<file path="src/design/cpe_pkg.sv">
/*
  constants for the converter power and channel enable register bank.
  assumes an AXI4-Lite host port, one clock aclk, synchronous aresetn.
*/
// Summary of operation
// - pin scope field [4:3]: 00 ignore pin, 01 clocks, 10 +bias, 11 +master bias
// - power bit 7 turns calibration analog blocks on; zero powers them down
// - power bit 6 runs calibration clock and digital logic; zero stops them
// - power bit 5 switches on two extra noise-reduction channels
// - power bit 2 enables the converter master bias block
// - power bit 1 runs the first channel's converter clock
// - power bit 0 powers the first channel's analog front end
// - low enable register bit n gates sampling clock of channel n, 0..7
// - high enable register bit n gates sampling clock of channel n+8
package cpe_pkg;
  // offsets are register indices; byte address is index << CPE_IDX_SHIFT
  localparam int CPE_AW = 14;
  localparam logic [11:0] CPE_OFS_PWR = 12'hB90;
  localparam logic [11:0] CPE_OFS_CHLO = 12'hB91;
  localparam logic [11:0] CPE_OFS_CHHI = 12'hB92;
  localparam logic [11:0] CPE_OFS_GAIN = 12'hB94;
  localparam logic [11:0] CPE_OFS_CAP = 12'hB95;
  localparam logic [11:0] CPE_OFS_DITH1 = 12'hB99;
  localparam logic [11:0] CPE_OFS_DITH2 = 12'hB9A;
  localparam logic [11:0] CPE_OFS_STAT = 12'hBA0;
  localparam int CPE_IDX_SHIFT = 2;
  localparam int CPE_BIT_CAL_ANA = 7;
  localparam int CPE_BIT_CAL_CLK = 6;
  localparam int CPE_BIT_EXTRA = 5;
  localparam int CPE_PIN_LSB = 3;
  localparam int CPE_BIT_BIAS = 2;
  localparam int CPE_BIT_CLK0 = 1;
  localparam int CPE_BIT_FE0 = 0;
  localparam logic [7:0] CPE_TRIM_MASK = 8'h3F;
  localparam logic [7:0] CPE_RST_BYTE = 8'h00;
  localparam logic [7:0] CPE_RST_DITH1 = 8'h00;
  localparam logic [1:0] CPE_RESP_OKAY = 2'h0;
  localparam logic [1:0] CPE_RESP_SLVERR = 2'h2;
  typedef enum logic [1:0] {
    CPE_PIN_OFF = 2'h0,
    CPE_PIN_CLK = 2'h1,
    CPE_PIN_BIAS = 2'h2,
    CPE_PIN_ALL = 2'h3
  } cpe_pin_e;
endpackage

</file>
<file path="src/design/cpe_wr_if.sv">
/*
  internal write port between bus slave and register store.
  assumes the slave and store share aclk.
*/
`timescale 1ns/1ps
interface cpe_wr_if;
  logic we;
  logic [11:0] addr;
  logic [7:0] data;
  logic hit;
  modport src (output we, output addr, output data, input hit);
  modport dst (input we, input addr, input data, output hit);
endinterface

</file>
<file path="src/design/cpe_regs.sv">
/*
  register store: the seven bytes of the bank, byte wide writes.
  assumes one write strobe per cycle from the bus slave.
*/
`timescale 1ns/1ps
module cpe_regs
  import cpe_pkg::*;
(
  input wire logic aclk,
  input wire logic aresetn,
  cpe_wr_if.dst wr,
  output logic [55:0] bytes_q
);
  typedef struct packed {
    logic [7:0] pwr, chlo, chhi, gain, cap, d1, d2;
  } cpe_st_s;
  cpe_st_s st_reg, st_next;

  // address hit for the write port
  always_comb begin
    unique case (wr.addr)
      CPE_OFS_PWR, CPE_OFS_CHLO, CPE_OFS_CHHI, CPE_OFS_GAIN,
      CPE_OFS_CAP, CPE_OFS_DITH1, CPE_OFS_DITH2: wr.hit = 1'b1;
      default: wr.hit = 1'b0;
    endcase
  end

  // next state from write strobe
  always_comb begin
    st_next = st_reg;
    if (wr.we) begin
      unique case (wr.addr)
        CPE_OFS_PWR: st_next.pwr = wr.data;
        CPE_OFS_CHLO: st_next.chlo = wr.data;
        CPE_OFS_CHHI: st_next.chhi = wr.data;
        CPE_OFS_GAIN: st_next.gain = wr.data & CPE_TRIM_MASK;
        CPE_OFS_CAP: st_next.cap = wr.data & CPE_TRIM_MASK;
        CPE_OFS_DITH1: st_next.d1 = wr.data;
        CPE_OFS_DITH2: st_next.d2 = wr.data;
        default: st_next = st_reg;
      endcase
    end
  end

  // register the state
  always_ff @(posedge aclk) begin
    if (!aresetn) begin
      st_reg <= '{CPE_RST_BYTE, CPE_RST_BYTE, CPE_RST_BYTE, CPE_RST_BYTE,
                 CPE_RST_BYTE, CPE_RST_DITH1, CPE_RST_BYTE};
    end else begin
      st_reg <= st_next;
    end
  end

  assign bytes_q = st_reg;

  // reserved trim bits never hold a one
  a_trim_reserved_zero: assert property (
    @(posedge aclk) disable iff (!aresetn)
    (st_reg.gain[7:6] == 2'h0) && (st_reg.cap[7:6] == 2'h0))
    else $error("trim reserved bits not zero");
endmodule

</file>
<file path="src/design/cpe_gate.sv">
/*
  power gating decode: turns the shutdown pin scope into kill signals for the enables.
  assumes shutdown_pin is synchronous to aclk.
*/
`timescale 1ns/1ps
module cpe_gate
  import cpe_pkg::*;
(
  input wire logic [7:0] pwr,
  input wire logic shutdown_pin,
  output logic pin_kill_clk,
  output logic pin_kill_bias,
  output logic pin_kill_master
);
  cpe_pin_e shutdown_pin_scope;
  // scope field selects how far the pin reaches
  always_comb begin
    shutdown_pin_scope = cpe_pin_e'(pwr[CPE_PIN_LSB +: 2]);
    pin_kill_clk = 1'b0;
    pin_kill_bias = 1'b0;
    pin_kill_master = 1'b0;
    unique case (shutdown_pin_scope)
      CPE_PIN_OFF: pin_kill_clk = 1'b0;
      CPE_PIN_CLK: pin_kill_clk = shutdown_pin;
      CPE_PIN_BIAS: begin
        pin_kill_clk = shutdown_pin;
        pin_kill_bias = shutdown_pin;
      end
      CPE_PIN_ALL: begin
        pin_kill_clk = shutdown_pin;
        pin_kill_bias = shutdown_pin;
        pin_kill_master = shutdown_pin;
      end
    endcase
  end
endmodule

</file>
<file path="src/design/cpe_top.sv">
/*
  converter power and channel clock enable bank with AXI4-Lite slave.
  assumes one clock aclk at 100 MHz, synchronous active-low aresetn,
  and a shutdown pin already synchronous to aclk.
*/
// Our own choice: the AXI4-Lite register port.
`timescale 1ns/1ps
module cpe_top
  import cpe_pkg::*;
(
  input wire logic aclk,
  input wire logic aresetn,
  input wire logic [cpe_pkg::CPE_AW-1:0] s_axi_awaddr,
  input wire logic s_axi_awvalid,
  output logic s_axi_awready,
  input wire logic [31:0] s_axi_wdata,
  input wire logic [3:0] s_axi_wstrb,
  input wire logic s_axi_wvalid,
  output logic s_axi_wready,
  output logic [1:0] s_axi_bresp,
  output logic s_axi_bvalid,
  input wire logic s_axi_bready,
  input wire logic [cpe_pkg::CPE_AW-1:0] s_axi_araddr,
  input wire logic s_axi_arvalid,
  output logic s_axi_arready,
  output logic [31:0] s_axi_rdata,
  output logic [1:0] s_axi_rresp,
  output logic s_axi_rvalid,
  input wire logic s_axi_rready,
  input wire logic shutdown_pin,
  output logic calib_analog_on,
  output logic calib_clock_on,
  output logic extra_channels_on,
  output logic master_bias_on,
  output logic first_channel_clock_on,
  output logic first_front_end_on,
  output logic [15:0] channel_clock_on,
  output logic [5:0] gain_trim,
  output logic [5:0] cap_trim,
  output logic [7:0] dither_current_one_code,
  output logic [7:0] dither_current_two_code
);
  typedef struct packed {
    logic aw_full;
    logic [11:0] aw_addr;
    logic w_full;
    logic [31:0] w_data;
    logic [3:0] w_strb;
    logic b_valid;
    logic [1:0] b_resp;
    logic r_valid;
    logic [31:0] r_data;
    logic [1:0] r_resp;
    logic [7:0] pwr_q;
    logic [15:0] ch_q;
  } cpe_bus_s;

  cpe_bus_s s_reg, s_next;
  cpe_wr_if wr ();
  logic [55:0] bytes_q;
  logic [7:0] r_pwr, r_chlo, r_chhi, r_gain, r_cap, r_d1, r_d2;
  logic kill_clk, kill_bias, kill_master;
  logic [7:0] rd_byte;
  logic rd_hit;
  logic [11:0] rd_idx;
  logic [7:0] status_byte;

  cpe_regs u_regs (
    .aclk(aclk),
    .aresetn(aresetn),
    .wr(wr),
    .bytes_q(bytes_q)
  );

  cpe_gate u_gate (
    .pwr(r_pwr),
    .shutdown_pin(shutdown_pin),
    .pin_kill_clk(kill_clk),
    .pin_kill_bias(kill_bias),
    .pin_kill_master(kill_master)
  );

  assign {r_pwr, r_chlo, r_chhi, r_gain, r_cap, r_d1, r_d2} = bytes_q;

  // write strobe fires once address and data are both held, no response is pending and lane 0 is strobed;
  // each register sits in the low byte lane of its own word
  always_comb begin
    wr.we = s_reg.aw_full && s_reg.w_full && !s_reg.b_valid
      && s_reg.w_strb[0];
    wr.addr = s_reg.aw_addr;
    wr.data = s_reg.w_data[7:0];
  end

  // live state visible to software
  assign status_byte = {3'h0, shutdown_pin, kill_master, kill_bias,
                        kill_clk, 1'b0};

  // read decode by register index, byte in the low lane of the word
  assign rd_idx = s_axi_araddr[CPE_AW-1:CPE_IDX_SHIFT];
  always_comb begin
    rd_hit = 1'b1;
    unique case (rd_idx)
      CPE_OFS_PWR: rd_byte = r_pwr;
      CPE_OFS_CHLO: rd_byte = r_chlo;
      CPE_OFS_CHHI: rd_byte = r_chhi;
      CPE_OFS_GAIN: rd_byte = r_gain & CPE_TRIM_MASK;
      CPE_OFS_CAP: rd_byte = r_cap & CPE_TRIM_MASK;
      CPE_OFS_DITH1: rd_byte = r_d1;
      CPE_OFS_DITH2: rd_byte = r_d2;
      CPE_OFS_STAT: rd_byte = status_byte;
      default: begin
        rd_byte = 8'h00;
        rd_hit = 1'b0;
      end
    endcase
  end

  // handshakes: accept each channel while its holding slot is empty
  assign s_axi_awready = !s_reg.aw_full;
  assign s_axi_wready = !s_reg.w_full;
  assign s_axi_arready = !s_reg.r_valid;

  // bus state and gated output enables
  always_comb begin
    s_next = s_reg;
    if (s_axi_awvalid && s_axi_awready) begin
      s_next.aw_full = 1'b1;
      s_next.aw_addr = s_axi_awaddr[CPE_AW-1:CPE_IDX_SHIFT]; // index only
    end
    if (s_axi_wvalid && s_axi_wready) begin
      s_next.w_full = 1'b1;
      s_next.w_data = s_axi_wdata;
      s_next.w_strb = s_axi_wstrb;
    end
    if (s_reg.aw_full && s_reg.w_full && !s_reg.b_valid) begin
      s_next.aw_full = 1'b0;
      s_next.w_full = 1'b0;
      s_next.b_valid = 1'b1;
      s_next.b_resp = (wr.hit || s_reg.aw_addr == CPE_OFS_STAT) ?
        CPE_RESP_OKAY : CPE_RESP_SLVERR;
    end
    if (s_reg.b_valid && s_axi_bready) begin
      s_next.b_valid = 1'b0;
    end
    if (s_axi_arvalid && s_axi_arready) begin
      s_next.r_valid = 1'b1;
      s_next.r_data = {24'h0, rd_byte};
      s_next.r_resp = rd_hit ? CPE_RESP_OKAY : CPE_RESP_SLVERR;
    end else if (s_reg.r_valid && s_axi_rready) begin
      s_next.r_valid = 1'b0;
    end
    // power enables other than calibration analog, each dropped by the pin only within its scope
    s_next.pwr_q = 8'h00;
    s_next.pwr_q[CPE_BIT_CAL_ANA] = r_pwr[CPE_BIT_CAL_ANA];
    s_next.pwr_q[CPE_BIT_CAL_CLK] =
      r_pwr[CPE_BIT_CAL_CLK] && !kill_clk;
    s_next.pwr_q[CPE_BIT_EXTRA] =
      r_pwr[CPE_BIT_EXTRA] && !kill_clk;
    s_next.pwr_q[CPE_BIT_BIAS] =
      r_pwr[CPE_BIT_BIAS] && !kill_master;
    s_next.pwr_q[CPE_BIT_CLK0] =
      r_pwr[CPE_BIT_CLK0] && !kill_clk;
    s_next.pwr_q[CPE_BIT_FE0] =
      r_pwr[CPE_BIT_FE0] && !kill_bias;
    // per-channel sampling clocks
    s_next.ch_q = {r_chhi, r_chlo} & {16{!kill_clk}};
  end

  // register the bus state
  always_ff @(posedge aclk) begin
    if (!aresetn) begin
      s_reg <= '0;
    end else begin
      s_reg <= s_next;
    end
  end

  // outputs from flip-flops
  assign s_axi_bvalid = s_reg.b_valid;
  assign s_axi_bresp = s_reg.b_resp;
  assign s_axi_rvalid = s_reg.r_valid;
  assign s_axi_rdata = s_reg.r_data;
  assign s_axi_rresp = s_reg.r_resp;
  assign calib_analog_on = s_reg.pwr_q[CPE_BIT_CAL_ANA];
  assign calib_clock_on = s_reg.pwr_q[CPE_BIT_CAL_CLK];
  assign extra_channels_on = s_reg.pwr_q[CPE_BIT_EXTRA];
  assign master_bias_on = s_reg.pwr_q[CPE_BIT_BIAS];
  assign first_channel_clock_on = s_reg.pwr_q[CPE_BIT_CLK0];
  assign first_front_end_on = s_reg.pwr_q[CPE_BIT_FE0];
  assign channel_clock_on = s_reg.ch_q;
  assign gain_trim = r_gain[5:0];
  assign cap_trim = r_cap[5:0];
  assign dither_current_one_code = r_d1;
  assign dither_current_two_code = r_d2;

  // pin scope: how far the shutdown pin reaches
  a_pin_ignored: assert property (
    @(posedge aclk) disable iff (!aresetn)
    (r_pwr[4:3] == 2'h0) |=> (calib_clock_on == $past(r_pwr[6])))
    else $error("pin acted while scope is off");
  a_master_scope: assert property (
    @(posedge aclk) disable iff (!aresetn)
    (shutdown_pin && r_pwr[4:3] == 2'h3) |=> !master_bias_on)
    else $error("master bias not dropped in full scope");
  a_clk_scope: assert property (
    @(posedge aclk) disable iff (!aresetn)
    (shutdown_pin && r_pwr[4:3] != 2'h0) |=>
      (channel_clock_on == 16'h0000 && !calib_clock_on
      && !first_channel_clock_on && !extra_channels_on))
    else $error("clock path not dropped by the pin");
  a_bias_scope: assert property (
    @(posedge aclk) disable iff (!aresetn)
    (shutdown_pin && r_pwr[4]) |=> !first_front_end_on)
    else $error("front end not dropped by the pin");
  a_clk_only_scope: assert property (
    @(posedge aclk) disable iff (!aresetn)
    (r_pwr[4:3] == 2'h1) |=> (first_front_end_on == $past(r_pwr[0])
      && master_bias_on == $past(r_pwr[2])))
    else $error("clock-only scope reached the bias");

  // each power bit outside the scope field drives its own enable a cycle later
  a_cal_ana_follow: assert property (
    @(posedge aclk) disable iff (!aresetn)
    ##1 calib_analog_on == $past(r_pwr[7]))
    else $error("calibration analog enable wrong");
  a_cal_ana_ungated: assert property (
    @(posedge aclk) disable iff (!aresetn)
    (shutdown_pin && r_pwr[7]) |=> calib_analog_on)
    else $error("calibration analog dropped by the pin");
  a_cal_clk_off: assert property (
    @(posedge aclk) disable iff (!aresetn)
    !r_pwr[6] |=> !calib_clock_on)
    else $error("calibration clock ran while disabled");
  a_cal_clk_on: assert property (
    @(posedge aclk) disable iff (!aresetn)
    (r_pwr[6] && !kill_clk) |=> calib_clock_on)
    else $error("calibration clock not on");
  a_extra_on: assert property (
    @(posedge aclk) disable iff (!aresetn)
    (r_pwr[5] && !kill_clk) |=> extra_channels_on)
    else $error("extra channels not on");
  a_extra_off: assert property (
    @(posedge aclk) disable iff (!aresetn)
    !r_pwr[5] |=> !extra_channels_on)
    else $error("extra channels on while disabled");
  a_bias_follow: assert property (
    @(posedge aclk) disable iff (!aresetn)
    (!kill_master) |=> master_bias_on == $past(r_pwr[2]))
    else $error("bias enable wrong");
  a_bias_off: assert property (
    @(posedge aclk) disable iff (!aresetn)
    !r_pwr[2] |=> !master_bias_on)
    else $error("bias on while disabled");
  a_clk0_off: assert property (
    @(posedge aclk) disable iff (!aresetn)
    !r_pwr[1] |=> !first_channel_clock_on)
    else $error("first channel clock ran while disabled");
  a_clk0_on: assert property (
    @(posedge aclk) disable iff (!aresetn)
    (r_pwr[1] && !kill_clk) |=> first_channel_clock_on)
    else $error("first channel clock not on");
  a_fe0_follow: assert property (
    @(posedge aclk) disable iff (!aresetn)
    (!kill_bias) |=> first_front_end_on == $past(r_pwr[0]))
    else $error("front end enable wrong");
  a_fe0_off: assert property (
    @(posedge aclk) disable iff (!aresetn)
    !r_pwr[0] |=> !first_front_end_on)
    else $error("front end on while disabled");

  // per-channel sampling clocks follow their enable bits
  a_chan_low: assert property (
    @(posedge aclk) disable iff (!aresetn)
    !kill_clk |=> channel_clock_on[7:0] == $past(r_chlo))
    else $error("low channel clocks wrong");
  a_chan_high: assert property (
    @(posedge aclk) disable iff (!aresetn)
    !kill_clk |=> channel_clock_on[15:8] == $past(r_chhi))
    else $error("high channel clocks wrong");

  // reserved trim bits never appear on the read bus
  a_trim_read_zero: assert property (
    @(posedge aclk) disable iff (!aresetn)
    (s_axi_arvalid && s_axi_arready
      && (rd_idx == CPE_OFS_GAIN || rd_idx == CPE_OFS_CAP)) |=>
      (s_axi_rdata[7:6] == 2'h0))
    else $error("reserved trim bits read as one");

  // write channel: refusal while full, answer stands until taken
  a_aw_refuse: assert property (
    @(posedge aclk) disable iff (!aresetn)
    (s_axi_awvalid && s_axi_awready) |=> !s_axi_awready)
    else $error("second address taken while one is held");
  a_w_refuse: assert property (
    @(posedge aclk) disable iff (!aresetn)
    (s_axi_wvalid && s_axi_wready) |=> !s_axi_wready)
    else $error("second data taken while one is held");
  a_write_answer: assert property (
    @(posedge aclk) disable iff (!aresetn)
    (s_axi_awvalid && s_axi_awready && s_axi_wvalid && s_axi_wready
      && !s_axi_bvalid) |=> ##1 s_axi_bvalid)
    else $error("write response late");
  a_bvalid_hold: assert property (
    @(posedge aclk) disable iff (!aresetn)
    (s_axi_bvalid && !s_axi_bready) |=>
      (s_axi_bvalid && $stable(s_axi_bresp)))
    else $error("write response dropped or changed early");
  a_bvalid_drop: assert property (
    @(posedge aclk) disable iff (!aresetn)
    (s_axi_bvalid && s_axi_bready) |=> !s_axi_bvalid)
    else $error("write response repeated");

  // read channel: one answer per address, standing until taken
  a_read_answer: assert property (
    @(posedge aclk) disable iff (!aresetn)
    (s_axi_arvalid && s_axi_arready) |=> s_axi_rvalid)
    else $error("read data late");
  a_rvalid_hold: assert property (
    @(posedge aclk) disable iff (!aresetn)
    (s_axi_rvalid && !s_axi_rready) |=> (s_axi_rvalid
      && $stable(s_axi_rdata) && $stable(s_axi_rresp)))
    else $error("read data dropped or changed early");
  a_rvalid_drop: assert property (
    @(posedge aclk) disable iff (!aresetn)
    (s_axi_rvalid && s_axi_rready) |=> !s_axi_rvalid)
    else $error("read data repeated");
  a_rdata_lanes: assert property (
    @(posedge aclk) disable iff (!aresetn)
    s_axi_rvalid |-> (s_axi_rdata[31:8] == 24'h000000))
    else $error("upper read lanes not zero");
  a_read_unmapped: assert property (
    @(posedge aclk) disable iff (!aresetn)
    (s_axi_arvalid && s_axi_arready && !rd_hit) |=>
      (s_axi_rresp == CPE_RESP_SLVERR && s_axi_rdata == 32'h0))
    else $error("unmapped read not refused");
  a_read_mapped: assert property (
    @(posedge aclk) disable iff (!aresetn)
    (s_axi_arvalid && s_axi_arready && rd_hit) |=>
      (s_axi_rresp == CPE_RESP_OKAY))
    else $error("mapped read refused");
  a_status_pin: assert property (
    @(posedge aclk) disable iff (!aresetn)
    (s_axi_arvalid && s_axi_arready && rd_idx == CPE_OFS_STAT) |=>
      (s_axi_rdata[4] == $past(shutdown_pin)))
    else $error("status pin level wrong");
endmodule

</file>
<file path="config.mk">
export PLATFORM = sky130hd
export DESIGN_NAME = cpe_top
export DESIGN_NICKNAME = d
export VERILOG_FILES = /design/src/design/cpe_pkg.sv /design/src/design/cpe_wr_if.sv /design/src/design/cpe_regs.sv /design/src/design/cpe_gate.sv /design/src/design/cpe_top.sv
export SDC_FILE = /design/constraint.sdc
export NUM_CORES = 1
export LEC_CHECK = 0
export BUFFER_PORTS_ARGS = -buffer_cell sky130_fd_sc_hd__buf_2
export CORE_MARGIN = 4
export CORE_UTILIZATION = 55
export CTS_CLUSTER_DIAMETER = 50
export CTS_CLUSTER_SIZE = 16
export DETAILED_ROUTE_END_ITERATION = 8
export GPL_TIMING_DRIVEN = 0
export PLACE_DENSITY = 0.95
export SLEW_MARGIN = 40
export SYNTH_ARGS = -nofsm -noshare
export SYNTH_HDL_FRONTEND = slang
export SYNTH_SLANG_ARGS = --single-unit
</file>
<file path="constraint.sdc">
create_clock -name aclk -period 2.98 [get_ports aclk]
set_clock_uncertainty 0.1 [all_clocks]
set_input_delay 0 -clock aclk [delete_from_list [all_inputs] [get_ports aclk]]
set_output_delay 0 -clock aclk [all_outputs]
set_load 0.05 [all_outputs]
</file>
**Word-level counts from Yosys, hierarchy flattened**

Index checks and enable logic that the tools add are counted.
Widths: inputs -> output; s select.

- Logic and storage cells: 86
- Register bits after elaboration: 111

- Bitwise logic cells: 2
- Mux-type cells: 10
- Eq/ne operators: 19
- Reduce and logical (&&, ||, !) cells: 36

Operators by type and width:

| operator | count |
|---|---|
| $eq 12x12->1 const B | 16 |
| $pmux 8 s8 | 1 |
| $and 16x16->16 | 1 |
| $reduce_and 2->1 | 7 |
| $logic_and 1x1->1 | 13 |
| $reduce_or 8->1 | 1 |
| $logic_not 1->1 | 7 |
| $reduce_or 7->1 | 1 |
| $mux 1 | 6 |
| $reduce_or 2->1 | 3 |
| $eq 2x2->1 const B | 2 |
| $mux 2 | 2 |
| $reduce_or 3->1 | 1 |
| $eq 2x1->1 const B | 1 |
| $logic_not 2->1 | 1 |
| $pmux 1 s2 | 1 |
| $reduce_bool 2->1 | 1 |
| $logic_or 1x1->1 | 1 |
| $not 1->1 | 1 |

**Logic depth before layout (Yosys ltp)**

- Depth in word-level cells: 5
- Depth in mapped cells: 6
- Depth with buffers taken out: 5

**By module**

From an unflattened synthesis, not the netlist that was laid out.

- Cell total of the unflattened synthesis: 542
- Area total of the unflattened synthesis: 5,063.6 µm²

By module, submodules not included:

| module | cells each | area an instance (µm²) | sequential area each (µm²) | times used |
|---|---|---|---|---|
| cpe_top | 337 | 2,950.3 | 1,141.1 | 1 |
| cpe_regs | 202 | 2,092.0 | 1,041.0 | 1 |
| cpe_gate | 3 | 21.3 | 0.0 | 1 |

**Worst setup path before layout**

No wires, ideal clock.

- Kind: reg2reg
- Start point: register s_reg (netlist bit wr.addr[3])
- End point: register u_regs.st_reg (netlist bit u_regs.bytes_q[24])
- Buffers on the path: 1
- Setup slack: 0.987 ns
- Period minus slack after synthesis: 1.993 ns
- Stages on the path, launching flop included: 7
- Arrival: 1.777 ns
- Cells stage by stage: dfxtp_1 > nor3b_2 > or3b_4 > or4_1 > buf_2 > mux2i_1 > nor2b_1

- Word-level cells in the longest chain between the ends: 2

Ends and longest elaborated chain:

| what | RTL line | source |
|---|---|---|
| start, declared | cpe_top.sv:58 | `cpe_bus_s s_reg, s_next;` |
| start signal, assigned | cpe_top.sv:174 | `s_reg <= s_next;` |
| $eq 12x12->1 | cpe_regs.sv:32 | `unique case (wr.addr)` |
| $reduce_and 2->1 (no source line) | - |  |
| end signal, assigned | cpe_regs.sv:48 | `st_reg <= '{CPE_RST_BYTE, CPE_RST_BYTE, CPE_RST_BYTE, CPE_RST_BYTE,` |
| end signal, assigned | cpe_regs.sv:51 | `st_reg <= st_next;` |
| end, declared | cpe_regs.sv:17 | `cpe_st_s st_reg, st_next;` |

Every way passes these cells.
A chain may end at the register's enable or synchronous reset.

**Worst setup path after layout**

- Start point: register s_reg (netlist bit wr.addr[3])
- End point: register u_regs.st_reg (netlist bit u_regs.bytes_q[50])

The elaborated chain is that of the path after synthesis.

==> flow_summary.yaml <==
floorplanning:
  ioPinCount: 163
  dieArea_um2: 11120
  start_util_pct: 56.52
  core_area_um2: 9240
  fp-row-count: 35
  die_x_um: 105.4
  die_y_um: 105.4
layout:
  layout.nets: 809
  fillers: 708
  largest_reg_flops: 52
  final_cell_mix: "buf_2, dfxtp_1, buf_4, mux2i_1"
  diodes: 0
  drive_gt1_share_pct: 28.57
  final_cells: 871
  area_growth_pct: 24.72
global_route:
  grt_pass1_vias: 4481
  antenna_found_initial: 0
  grt_pass1_wl_mm: 22.69
  grt-ovfl-total: 0
  grt_usage_pct: 25.73
  grt_max_degree: 21
clock_network:
  cts_tree: "done"
  htreeDepth: 3
  clk_latency_ns: 0.38
  cts_buffer_depth: 2
  clockRootBuffer: "clkbuf_8"
  clock-sinks: 109
  path_clk_slew_ns: 0.11
  post_cts_buffers: 0
  cts_buffers: 9
timing:
  maxSlewHeadroom_pct: 38.49
  maxSlewViolCount: 0
  setup_viol: 0
  finalCritPeriodShare_pct: 80.98
  setup_tns_ns: 0
  period_minus_slack_ns: 2.413
  worstMarginPinSlew_ns: 0.9158
  report.final.hold_viol_count: 0
  rsz0062_at_grt: "false"
  fin_ws_ns: 0.5669
  max_freq_ghz: 0.4144
synth:
  synth_edf_count: 0
  syn_avg_cell_area_um2: 9.243
  ys_warn_count: 0
  muxShareOfSynthArea_pct: 12.67
  synth-async-reset-ratio_pct: 0
  yosysTopAreaCell: "dfxtp_1"
  ys_seq_elements: 109
  synth_simple_gate_area_share_pct: 21.73
  synth_compound_area_share_pct: 9.248
  synth-adder-area-share_pct: 0
  synth_area_leaders: "dfxtp_1, mux2i_1, buf_4"
  syn_inst: 565
  synth_top_family_by_area: "simple AND/OR/NAND/NOR gates"
  synthDistinctLibCells: 54
  synth_top_area_share_pct: 41.78
  yosysSeqAreaShare_pct: 41.78
  synth_ff_type: "dfxtp_1"
  synthXorXnorAreaFrac_pct: 0.1677
  synth_area_um2: 5223
worst_setup_path:
  crit_fanout: 8
  end_kind: "register"
  cpMaxStageDelayCell: "nor4_4"
  cp_data_required_time_ns: 3.16
  cp-start-kind: "register"
  critPathMaxStageDelay_ns: 0.77
  crit_family: "simple AND/OR/NAND/NOR gates"
  arrival_ns: 2.59
  worstSetupPathType: "reg2reg"
  crit_buf_inv: 0
  path_cells: "nor3b_2 > or3b_4 > nor4_4 > mux2i_1 > nor2b_1"
detailed_routing:
  drcViolationCount: 0
  wl_per_cell_um: 16.33
  via_per_inst: 5.140
  vias: 4477
  ant_nets: 0
  dr.pass1.iters: 4
  wirelength_mm: 14.23
  drt_iter0_drc: 259
power_and_ir_drop:
  p_leak_nw: 3.090
  powerDensity_nw_per_um2: 424.2
  peakVddDrop_v: 0.0002557
  finalPower_mw: 2.763
place:
  port_buffers: 105
  placed_cells: 824
  hpwl_mm: 10.36
  pre_cts_ws_ns: 0.6403
  gp_congestion: 0.9560
hold_path:
  hold_path.class: "in2reg"
run:
  maxCapViolations: 0
run_status:
  outcome: "complete, no violations"
-- through the flow --
stage	hold slack, ns	cell area (µm²)	utilization (%)
after global placement	0.1274	6003	64.97
after detailed placement	0.1444	6003	64.97
after global routing	0.05319	6514	70.49
final	0.05740	6514	70.49
after floorplan	-0.008852	5316	-
after CTS	0.04177	6514	70.49
-- where the power goes --
part	switching [mW]	internal (mW)
registers	0.0227	1.48
clock network	0.560	0.350
logic	0.222	0.130
-- repair_timing --
item | CTS | global route
hold buffers | 31 | 0
hold endpoints to repair | 29 | 0
resized for setup | 0 | 0
-- worst reg2reg max path, cell delays in order (launching register included) --
cell and delay (ns):
dfxtp_1 0.39, nor3b_2 0.24, or3b_4 0.45, nor4_4 0.78, mux2i_1 0.29, nor2b_1 0.06
-- cell families after synthesis --
| logic type | Yosys count |
|---|---|
| buffers and inverters | 118 |
| other | 1 |
| XOR/XNOR | 1 |
| multiplexers | 66 |
| AO/OA/AOI/OAI | 69 |
| flip-flops | 109 |
| AND/OR/NAND/NOR | 201 |
-- path summary, 6_finish.rpt --
kind | start | to | slack [ns] | cells after the start
setup / recovery | wr.addr[3] | u_regs.bytes_q[50] | 0.57 | 5
hold / removal | s_axi_araddr[9] | s_axi_rdata[1] | 0.06 | 4
setup reg to reg | wr.addr[3] | u_regs.bytes_q[50] | 0.57 | 5
hold reg to reg | wr.addr[6] | wr.addr[6] | 0.37 | 2
-- cells in the mapped netlist (2+ instances only) --
cell type / instances
buf_1: 2
clkbuf_1: 26
mux2i_1: 65
nor2b_1: 62
a22oi_1: 3
nand4_1: 2
nor3_1: 8
a211oi_1: 2
and3_1: 21
and3b_1: 2
nand3b_1: 5
o32ai_1: 2
a31oi_1: 4
nand2b_1: 5
o22ai_1: 5
a32oi_1: 3
a21oi_1: 4
nor4_1: 3
nand2_1: 62
dfxtp_1: 109
and2_1: 2
o21ai_0: 13
nor4_4: 2
nor2_1: 10
a21boi_0: 22
buf_2: 4
buf_4: 80
inv_1: 6
o31ai_1: 2
nand3_1: 5
-- final cells by class --
cell class	instances	area, µm²	share of cell area, %
multi-input combinational	363	2386	36.63
buffer	112	725.7	11.14
clock buffer	10	137.6	2.113
inverter	6	22.52	0.3458
clock inverter	6	62.56	0.9604
tap	129	161.4	2.478
sequential	109	2182	33.50
timing repair buffer	136	835.8	12.83
-- routing by layer --
layer / routed length, µm / vias to the layer above / GRT usage, %
met5: 0 / - / 0
met4: 425 / 0 / 10.40
met3: 869 / 34 / 4.042
met2: 6937 / 185 / 43.67
met1: 5994 / 2097 / 32.58
li1: - / 2161 / -
Power figures use the tool's default switching activity.
